$ cat config.mk
export PLATFORM = sky130hd
export DESIGN_NAME = scf_status_irq
export DESIGN_NICKNAME = d
export VERILOG_FILES = /design/src/scf_pkg.sv /design/src/scf_status_irq.sv
export SDC_FILE = /design/constraint.sdc
export NUM_CORES = 1
export LEC_CHECK = 0
export BUFFER_PORTS_ARGS = -buffer_cell sky130_fd_sc_hd__buf_2
export CORE_MARGIN = 4
export CORE_UTILIZATION = 47
export CTS_BUF_LIST = sky130_fd_sc_hd__clkbuf_4 sky130_fd_sc_hd__clkbuf_8
export CTS_CLUSTER_SIZE = 28
export DETAILED_ROUTE_END_ITERATION = 10
export PLACE_DENSITY = 0.78
export RECOVER_POWER = 25
export REMOVE_ABC_BUFFERS = 1
export SLEW_MARGIN = 20
export SYNTH_ARGS = -nofsm -noshare
export SYNTH_HDL_FRONTEND = slang
export SYNTH_SLANG_ARGS = --single-unit
export TNS_END_PERCENT = 30
$ cat constraint.sdc
create_clock -name SYS_CLK_I -period 1.28 [get_ports SYS_CLK_I]
set_input_delay 0.384 -clock SYS_CLK_I [delete_from_list [all_inputs] [get_ports SYS_CLK_I]]
set_output_delay 0.384 -clock SYS_CLK_I [all_outputs]
set_load 0.01 [all_outputs]
$ cat src/scf_pkg.sv
// Constants, state layout and reset values of the card status flag block
package scf_pkg;

    // Register offsets on the plain register port
    localparam logic [7:0] OFS_DATA_BUF = 8'hAC;
    localparam logic [7:0] OFS_STATUS   = 8'hAD;
    localparam logic [7:0] OFS_IDENT    = 8'hAE;
    localparam logic [7:0] OFS_ENABLE   = 8'hAF;

    // Bit positions, shared by status, identification and enable
    localparam int BIT_TBE     = 7;
    localparam int BIT_PRESENT = 6;
    localparam int BIT_OVC     = 5;
    localparam int BIT_VOLT    = 4;
    localparam int BIT_WT      = 3;
    localparam int BIT_SENT    = 2;
    localparam int BIT_RECV    = 1;
    localparam int BIT_PERR    = 0;

    // Reset values and writable bits
    localparam logic [7:0] STATUS_RST  = 8'h80;
    localparam logic [7:0] IDENT_RST   = 8'h00;
    localparam logic [7:0] ENABLE_RST  = 8'h00;
    localparam logic [7:0] ENABLE_MASK = 8'hBF;
    localparam logic [7:0] DATA_RST    = 8'h00;

    typedef struct packed {
        logic       tbe;
        logic       wt;
        logic       sent;
        logic       recv;
        logic       perr;
        logic [7:0] ident;
        logic [7:0] enable;
        logic       ovc_d;
        logic       vok_d;
        logic [7:0] rdata;
        logic [7:0] tx_data;
        logic       tx_wr;
    } scf_state_s;

    localparam scf_state_s STATE_RST = '{
        tbe:     STATUS_RST[BIT_TBE],
        wt:      STATUS_RST[BIT_WT],
        sent:    STATUS_RST[BIT_SENT],
        recv:    STATUS_RST[BIT_RECV],
        perr:    STATUS_RST[BIT_PERR],
        ident:   IDENT_RST,
        enable:  ENABLE_RST,
        ovc_d:   1'b0,
        vok_d:   1'b0,
        rdata:   DATA_RST,
        tx_data: DATA_RST,
        tx_wr:   1'b0
    };

endpackage

$ cat src/scf_status_irq.sv
// Card UART status flags, interrupt identification and priority logic
module scf_status_irq
(
    input  wire logic       SYS_CLK_I,
    input  wire logic       RST_B_I,
    input  wire logic       CE_I,
    input  wire logic [7:0] ADDR_I,
    input  wire logic [7:0] WDATA_I,
    input  wire logic       WR_I,
    input  wire logic       RD_I,
    output logic      [7:0] RDATA_O,
    input  wire logic       IF_RESET_I,
    input  wire logic       REPEAT_MODE_I,
    input  wire logic       TX_LOAD_I,
    input  wire logic       TX_DONE_I,
    input  wire logic       TX_OK_I,
    input  wire logic       TX_LAST_I,
    input  wire logic       RX_DONE_I,
    input  wire logic       RX_PERR_I,
    input  wire logic       RX_LAST_I,
    input  wire logic [7:0] RX_DATA_I,
    input  wire logic       CARD_DETECT_I,
    input  wire logic       OVERCURRENT_I,
    input  wire logic       VOLTAGE_OK_I,
    input  wire logic       WT_EXPIRE_I,
    input  wire logic       WT_RELOAD_I,
    output logic      [7:0] TX_DATA_O,
    output logic            TX_WR_O,
    output logic            IRQ_O,
    output logic      [2:0] IRQ_ID_O
);

    scf_pkg::scf_state_s st;
    scf_pkg::scf_state_s next_st;

    logic       wr_data;
    logic       rd_data;
    logic       rd_status;
    logic       rd_ident;
    logic       ovc_rise;
    logic       volt_fall;
    logic       sent_set;
    logic       recv_set;
    logic       perr_set;
    logic [7:0] status_vec;
    logic [7:0] ident_set;
    logic [7:0] pending;

    // Highest pending bit wins; bit order equals the service order
    function automatic logic [2:0] prio_index(input logic [7:0] vec);
        logic [2:0] idx;
        idx = 3'h0;
        for (int i = 0; i < 8; i++)
        begin
            if (vec[i])
            begin
                idx = 3'(i);
            end
        end
        return idx;
    endfunction

    assign wr_data   = WR_I && (ADDR_I == scf_pkg::OFS_DATA_BUF);
    assign rd_data   = RD_I && (ADDR_I == scf_pkg::OFS_DATA_BUF);
    assign rd_status = RD_I && (ADDR_I == scf_pkg::OFS_STATUS);
    assign rd_ident  = RD_I && (ADDR_I == scf_pkg::OFS_IDENT);

    // Edges, so a standing fault is reported once and not after every read
    assign ovc_rise  = OVERCURRENT_I && !st.ovc_d;
    assign volt_fall = st.vok_d && !VOLTAGE_OK_I;

    assign sent_set = TX_DONE_I && (!REPEAT_MODE_I || TX_OK_I);
    assign recv_set = RX_DONE_I
                      && (!REPEAT_MODE_I || !RX_PERR_I || RX_LAST_I);
    assign perr_set = REPEAT_MODE_I
                      ? ((RX_DONE_I && RX_PERR_I && RX_LAST_I)
                         || (TX_DONE_I && !TX_OK_I && TX_LAST_I))
                      : (RX_DONE_I && RX_PERR_I);

    always_comb
    begin
        status_vec = 8'h00;
        status_vec[scf_pkg::BIT_TBE]     = st.tbe;
        status_vec[scf_pkg::BIT_PRESENT] = CARD_DETECT_I;
        status_vec[scf_pkg::BIT_OVC]     = OVERCURRENT_I;
        status_vec[scf_pkg::BIT_VOLT]    = VOLTAGE_OK_I;
        status_vec[scf_pkg::BIT_WT]      = st.wt;
        status_vec[scf_pkg::BIT_SENT]    = st.sent;
        status_vec[scf_pkg::BIT_RECV]    = st.recv;
        status_vec[scf_pkg::BIT_PERR]    = st.perr;
    end

    always_comb
    begin
        ident_set = 8'h00;
        ident_set[scf_pkg::BIT_TBE]  = TX_LOAD_I;
        ident_set[scf_pkg::BIT_OVC]  = ovc_rise;
        ident_set[scf_pkg::BIT_VOLT] = volt_fall;
        ident_set[scf_pkg::BIT_WT]   = WT_EXPIRE_I;
        ident_set[scf_pkg::BIT_SENT] = sent_set;
        ident_set[scf_pkg::BIT_RECV] = recv_set;
        ident_set[scf_pkg::BIT_PERR] = perr_set;
    end

    always_comb
    begin
        next_st       = st;
        next_st.tx_wr = 1'b0;
        next_st.ovc_d = OVERCURRENT_I;
        next_st.vok_d = VOLTAGE_OK_I;

        if (WR_I && (ADDR_I == scf_pkg::OFS_ENABLE))
        begin
            next_st.enable = WDATA_I & scf_pkg::ENABLE_MASK;
        end
        if (wr_data)
        begin
            next_st.tx_data = WDATA_I;
            next_st.tx_wr   = 1'b1;
        end

        // Read data only in the cycle after the strobe, zero otherwise
        next_st.rdata = 8'h00;
        if (RD_I)
        begin
            case (ADDR_I)
                scf_pkg::OFS_DATA_BUF: next_st.rdata = RX_DATA_I;
                scf_pkg::OFS_STATUS:   next_st.rdata = status_vec;
                scf_pkg::OFS_IDENT:    next_st.rdata = st.ident;
                scf_pkg::OFS_ENABLE:   next_st.rdata = st.enable;
                default:               next_st.rdata = 8'h00;
            endcase
        end

        // Clears first, sets after, so a coinciding event is kept
        if (wr_data)
        begin
            next_st.tbe = 1'b0;
        end
        if (WT_RELOAD_I)
        begin
            next_st.wt = 1'b0;
        end
        if (rd_status)
        begin
            next_st.sent = 1'b0;
            next_st.perr = 1'b0;
        end
        if (rd_data)
        begin
            next_st.recv = 1'b0;
        end
        if (rd_ident)
        begin
            next_st.ident = 8'h00;
        end

        if (TX_LOAD_I)
        begin
            next_st.tbe = 1'b1;
        end
        if (WT_EXPIRE_I)
        begin
            next_st.wt = 1'b1;
        end
        if (sent_set)
        begin
            next_st.sent = 1'b1;
        end
        if (recv_set)
        begin
            next_st.recv = 1'b1;
        end
        if (perr_set)
        begin
            next_st.perr = 1'b1;
        end
        next_st.ident = next_st.ident | ident_set;

        // Interface reset returns every flag to its reset value
        if (IF_RESET_I)
        begin
            next_st.tbe   = scf_pkg::STATUS_RST[scf_pkg::BIT_TBE];
            next_st.wt    = scf_pkg::STATUS_RST[scf_pkg::BIT_WT];
            next_st.sent  = scf_pkg::STATUS_RST[scf_pkg::BIT_SENT];
            next_st.recv  = scf_pkg::STATUS_RST[scf_pkg::BIT_RECV];
            next_st.perr  = scf_pkg::STATUS_RST[scf_pkg::BIT_PERR];
            next_st.ident = scf_pkg::IDENT_RST;
        end
    end

    always_ff @(posedge SYS_CLK_I or negedge RST_B_I)
    begin
        if (!RST_B_I)
        begin
            st <= scf_pkg::STATE_RST;
        end
        else if (CE_I)
        begin
            st <= next_st;
        end
    end

    assign pending   = st.ident & st.enable;
    assign IRQ_O     = |pending;
    assign IRQ_ID_O  = prio_index(pending);
    assign RDATA_O   = st.rdata;
    assign TX_DATA_O = st.tx_data;
    assign TX_WR_O   = st.tx_wr;

    a_tbe_set: assert property (
        @(posedge SYS_CLK_I) disable iff (!RST_B_I)
        (CE_I && TX_LOAD_I && !IF_RESET_I) |=> st.tbe && st.ident[7])
        else $error("buffer empty flag or interrupt bit not set");

    a_tbe_clear: assert property (
        @(posedge SYS_CLK_I) disable iff (!RST_B_I)
        (CE_I && wr_data && !TX_LOAD_I && !IF_RESET_I) |=> !st.tbe)
        else $error("buffer empty flag not cleared by data write");

    a_status_read: assert property (
        @(posedge SYS_CLK_I) disable iff (!RST_B_I)
        (CE_I && rd_status) |=> RDATA_O == $past(status_vec)
            && RDATA_O[6] == $past(CARD_DETECT_I))
        else $error("status read value wrong");

    a_wt_clear: assert property (
        @(posedge SYS_CLK_I) disable iff (!RST_B_I)
        (CE_I && (WT_RELOAD_I || IF_RESET_I) && !WT_EXPIRE_I)
            |=> !st.wt)
        else $error("timeout flag survived reload");

    a_sent_repeat: assert property (
        @(posedge SYS_CLK_I) disable iff (!RST_B_I)
        (CE_I && !st.sent && TX_DONE_I && REPEAT_MODE_I && !TX_OK_I)
            |=> !st.sent)
        else $error("char sent set after failed repetition");

    a_recv_last: assert property (
        @(posedge SYS_CLK_I) disable iff (!RST_B_I)
        (CE_I && !IF_RESET_I && RX_DONE_I && REPEAT_MODE_I && RX_LAST_I)
            |=> st.recv && (st.perr == $past(RX_PERR_I) || $past(st.perr)))
        else $error("final repetition not reported");

    a_perr_tx_last: assert property (
        @(posedge SYS_CLK_I) disable iff (!RST_B_I)
        (CE_I && !IF_RESET_I && REPEAT_MODE_I && TX_DONE_I && !TX_OK_I
            && TX_LAST_I) |=> st.perr
            ##1 (st.perr || $past(rd_status) || $past(IF_RESET_I)))
        else $error("refused final transmission not flagged");

    a_ident_read: assert property (
        @(posedge SYS_CLK_I) disable iff (!RST_B_I)
        (CE_I && rd_ident && !IF_RESET_I && ident_set == 8'h00)
            |=> st.ident == 8'h00 && RDATA_O == $past(st.ident))
        else $error("identification read did not clear");

    a_volt_edge: assert property (
        @(posedge SYS_CLK_I) disable iff (!RST_B_I)
        (CE_I && !IF_RESET_I && VOLTAGE_OK_I) ##1
            (CE_I && !IF_RESET_I && !VOLTAGE_OK_I) |=> st.ident[4])
        else $error("voltage error not captured");

    a_irq_prio: assert property (
        @(posedge SYS_CLK_I) disable iff (!RST_B_I)
        IRQ_O |-> st.ident[IRQ_ID_O] && st.enable[IRQ_ID_O]
            && ((pending >> IRQ_ID_O) == 8'h01))
        else $error("interrupt index not highest enabled");

    a_sent_clear: assert property (
        @(posedge SYS_CLK_I) disable iff (!RST_B_I)
        (CE_I && rd_status && !sent_set && !perr_set)
            |=> !st.sent && !st.perr)
        else $error("status read did not clear sent and parity");

    a_live_bits: assert property (
        @(posedge SYS_CLK_I) disable iff (!RST_B_I)
        (CE_I && rd_status) |=> RDATA_O[5] == $past(OVERCURRENT_I)
            && RDATA_O[4] == $past(VOLTAGE_OK_I))
        else $error("supply status bits wrong in status read");

    a_wt_set: assert property (
        @(posedge SYS_CLK_I) disable iff (!RST_B_I)
        (CE_I && WT_EXPIRE_I && !IF_RESET_I) |=> st.wt && st.ident[3])
        else $error("timeout flag or interrupt bit not set");

    a_sent_set: assert property (
        @(posedge SYS_CLK_I) disable iff (!RST_B_I)
        (CE_I && TX_DONE_I && !REPEAT_MODE_I && !IF_RESET_I)
            |=> st.sent && st.ident[2])
        else $error("char sent flag or interrupt bit not set");

    a_recv_set: assert property (
        @(posedge SYS_CLK_I) disable iff (!RST_B_I)
        (CE_I && RX_DONE_I && !REPEAT_MODE_I && !IF_RESET_I)
            |=> st.recv && st.ident[1])
        else $error("char received flag or interrupt bit not set");

    a_recv_clear: assert property (
        @(posedge SYS_CLK_I) disable iff (!RST_B_I)
        (CE_I && rd_data && !recv_set) |=> !st.recv)
        else $error("data buffer read did not clear received flag");

    a_perr_set: assert property (
        @(posedge SYS_CLK_I) disable iff (!RST_B_I)
        (CE_I && RX_DONE_I && RX_PERR_I && !REPEAT_MODE_I && !IF_RESET_I)
            |=> st.perr && st.ident[0])
        else $error("parity flag or interrupt bit not set");

    a_ovc_edge: assert property (
        @(posedge SYS_CLK_I) disable iff (!RST_B_I)
        (CE_I && !IF_RESET_I && !OVERCURRENT_I) ##1
            (CE_I && !IF_RESET_I && OVERCURRENT_I) |=> st.ident[5])
        else $error("overcurrent not captured");

    a_if_reset: assert property (
        @(posedge SYS_CLK_I) disable iff (!RST_B_I)
        (CE_I && IF_RESET_I) |=> st.tbe && !st.wt && !st.sent
            && !st.recv && !st.perr && st.ident == 8'h00)
        else $error("interface reset left a flag set");

endmodule

==> impl.org <==
** STA
- Tcrit/Tclk final :: 144%
- Slew Limit Fails :: 0
- Based on the critical path, the design can be clocked at up to 541 MHz.
- Tightest hold margin :: around 0.33 ns
- Number of hold-slack violations in the final timing report :: 0
- Setup violations remaining at the end of the flow were counted as 39.
- Post-route clock skew :: 0.00434 ns
- Slew HR :: 64.2%
- Tmin final :: 1.85 ns
- At the pin with the least slew margin, the transition time is 0.537 ns.
- Final total negative setup slack :: -7.76 ns
- Setup slack on the critical path of the routed design comes to -0.568 ns.
- Setup repair after global routing could not meet its margin everywhere.

** Clocking
- Worst-path clk slew :: 0.08 ns
- The clock tree synthesis step divided the H-tree into 2 levels.
- Clock sink count :: 38
- Largest buffer count on any clock path :: 2
- Worst skew pair latency :: 0.29 ns
- CTS placed an instance of clkbuf_8 at the clock tree root.
- Clock tree from TritonCTS :: built
- TritonCTS Buffers :: 5

** Logic synthesis
- Mean Syn Cell Area :: 11.8 um^2
- Netlist area before placement :: just over 0.002 mm^2
- Yosys warning count :: 0
- Counting distinct cell types in the post-synthesis netlist gives 37.
- The synthesized design contains 38 register bits.
- For this run, the register share of the synthesized area comes to 47.4%.
- Synthesis produced a netlist whose cell count is 171.

** GRT
- Global-route congestion overflow total :: 0
- Number of antenna violations at the first check in global routing :: 0
- Maximum number of pins on one net before global-route repair :: 23
- Global-route wire length before repair :: 9190 um
- Global routing used a little under a quarter of the available tracks.
- Via count of the first global-routing pass :: 1809

** Floorplan
- During I/O placement, the number of pins put on the boundary was 64.
- After floorplanning, the core was divided into 23 placement rows.
- Total die area :: around 0.0054 mm^2
- In this run the standard cell core region covers 0.00406 mm^2.
- For this configuration, the core starts out at a cell density of 49.6%.
- Horiz. Die Dim :: 73.4 um
- Measured along the y axis, the die boundary spans 73.4 um.

** Drt
- Antenna Violating Nets Remaining :: 0
- Per-cell via count in the routed design :: 5.54
- Number of design-rule violations left by the first detailed-router iteration :: around 130
- For this run, the detailed router's first-pass iteration total came to 4.
- Summed over all layers, the routed wires come to ~5800 um.
- Total via count in the routed design :: 1705
- DRC violation count after routing :: 0
- Routed wire per std cell :: approximately 19 um

** Final layout
- Layout Area Growth over Synthesis :: 37.7%
- Share of final-layout standard cells stronger than drive strength 1 :: 56.6%
- Antenna cells :: 0
- The final layout contains 300 nets.
- Cell area after layout :: roughly 0.0028 mm^2

** Placed design
- Post-DP HPWL :: 4070 um
- Port Buffers :: 63
- The congestion estimate from routability-driven global placement came to 0.880.
- In this run the cell area measured after placement is 0.00251 mm^2.

** Critical path
- Worst Path Max Fanout :: 2
- Critical Path Source Type :: register
- R2r startpoint :: st[21]$_DFFE_PN0P_
- Worst Path Required :: 0.90 ns
- Critical Path AT :: 1.46 ns
- Setup crit start :: st[32]$_DFFE_PN0P_
- STA classifies the critical path endpoint as an output port.
- The critical path in this run is classified as register to output port.

** Power
- VDD sags by at most roughly 0.00065 V.
- Cell area power density :: roughly 930 mW/mm^2
- Total power draw :: 2590 uW
- Leakage power total :: about 0.0015 uW

** Worst hold path
- The worst hold path begins at WDATA_I[6].
- Path class of the lowest-slack min-delay path :: primary input to register

** Run
- The tool flagged a number of max-cap violations equal to 0.

** Outcome
- The run finished, with violations left.
- The final reports fail on setup timing.
worst max-delay path: stages, from the launching register on:
cell and delay, ns:
dfrtp_1 0.39, a22oi_2 0.19, nand2_1 0.11, or3_1 0.33, buf_2 0.15
synth_stat cells:
library cell | n | area share (%)
inv_1 | 5 | 0.93
nand4b_1 | 1 | 0.44
a22oi_1 | 1 | 0.37
buf_2 | 2 | 0.50
o21ai_0 | 7 | 1.7
nand3b_1 | 1 | 0.37
buf_4 | 17 | 6.3
nor4_1 | 1 | 0.31
nand2b_1 | 3 | 0.93
o22ai_1 | 1 | 0.31
nand4bb_1 | 1 | 0.56
or3_1 | 1 | 0.31
o31a_2 | 1 | 0.50
mux2_4 | 8 | 6.0
dfrtp_1 | 37 | 46
a21bo_2 | 1 | 0.50
nor2_1 | 3 | 0.56
a22o_1 | 12 | 5.2
nor3_1 | 1 | 0.25
o22a_1 | 1 | 0.44
nor2_2 | 1 | 0.31
mux2_2 | 15 | 8.4
nand2_1 | 17 | 3.2
nand3_1 | 2 | 0.50
nand4b_4 | 1 | 1.2
mux2i_1 | 1 | 0.50
clkbuf_1 | 2 | 0.37
dfstp_2 | 1 | 1.3
or4b_1 | 1 | 0.50
a221o_1 | 7 | 3.5
nor2b_1 | 9 | 2.8
o2bb2ai_1 | 2 | 0.87
buf_6 | 1 | 0.56
a32oi_1 | 1 | 0.44
nor4_4 | 1 | 1.1
nor4b_1 | 1 | 0.44
a32o_1 | 3 | 1.5
metrics by stage:
stage / setup slack, ns / utilization (%) / std cells
2_1_floorplan: -0.564 / - / 149
3_5_place_dp: -0.532 / 61.8 / 297
3_3_place_gp: -0.507 / 61.8 / 297
6_report: -0.568 / 68.2 / 308
4_1_cts: -0.544 / 68.0 / 309
5_1_grt: -0.598 / 68.2 / 308
where the power goes:
part           total, uW  internal [uW]  switching [uW]
registers           1300           1260            37.6
logic                457            244             212
clock network        832            405             426
layout make-up:
class	count	area [um^2]
inverter	5	18.8
fill	298	1290
clock inverter	2	13.8
multi-input combinational	106	966
clock buffer	6	76.3
sequential	38	952
timing repair buffer	101	679
tap	50	62.6
logic make-up (layout without fill, tap and decap cells):
kind of cell / count (synthesis) / in the layout / synth area share, %
mux: 24 / 24 / 14.9
compound gates: 37 / 37 / 15.4
buf+inv: 27 / 114 / 8.71
flops: 38 / 38 / 47.4
simple gates: 45 / 45 / 13.7
path summary, 6_finish.rpt:
check | depth (start not counted) | slack, ns | endpoint
max in group asynchronous | 3 | 0.11 | st[20]$_DFFE_PN0P_
setup / recovery | 4 | -0.57 | IRQ_O
hold reg to reg | 1 | 0.51 | st[38]$_DFFE_PN0P_
setup reg to reg | 4 | -0.14 | RDATA_O[2]$_DFFE_PN0P_
hold / removal | 2 | 0.33 | TX_DATA_O[6]$_DFFE_PN0P_
min in group asynchronous | 2 | 0.59 | RDATA_O[5]$_DFFE_PN0P_
placed cells by master (no fill, tap or decap), types with 2 or more instances in the layout:
master / count
clkbuf_8: 5
nand2_1: 14
nand2_2: 3
clkbuf_1: 2
mux2_2: 7
buf_6: 17
a32o_1: 2
mux2_4: 16
nand3_1: 2
nor2b_1: 9
nor2_1: 2
o21ai_0: 7
nand2b_1: 2
a221o_1: 7
dfrtp_1: 37
nor2_2: 2
buf_2: 57
buf_4: 22
a22o_1: 12
inv_1: 5
repair_timing:
action / CTS / global route
setup endpoints to repair: 33 / 36
buffers inserted: 4 / 0
endpoints found under the hold margin: 7 / 0
cloned: 1 / 0
hold buffers: 1 / 0
resized for setup: 30 / 10
pin swaps: 13 / 4
metal layers:
layer	GRT usage (%)	share of wire (%)	vias to the layer above
met3	4.65	8.6	16
met5	0	0	-
met1	29.3	39	829
met4	8.65	2.5	0
met2	38.5	50	80
li1	-	-	780
sequential cells by signal, summed over array words and instances, names as in the netlist:
signal and count:
st 21, RDATA_O 8, TX_DATA_O 8, TX_WR_O 1
No activity file was read; power rests on OpenSTA's default activity.
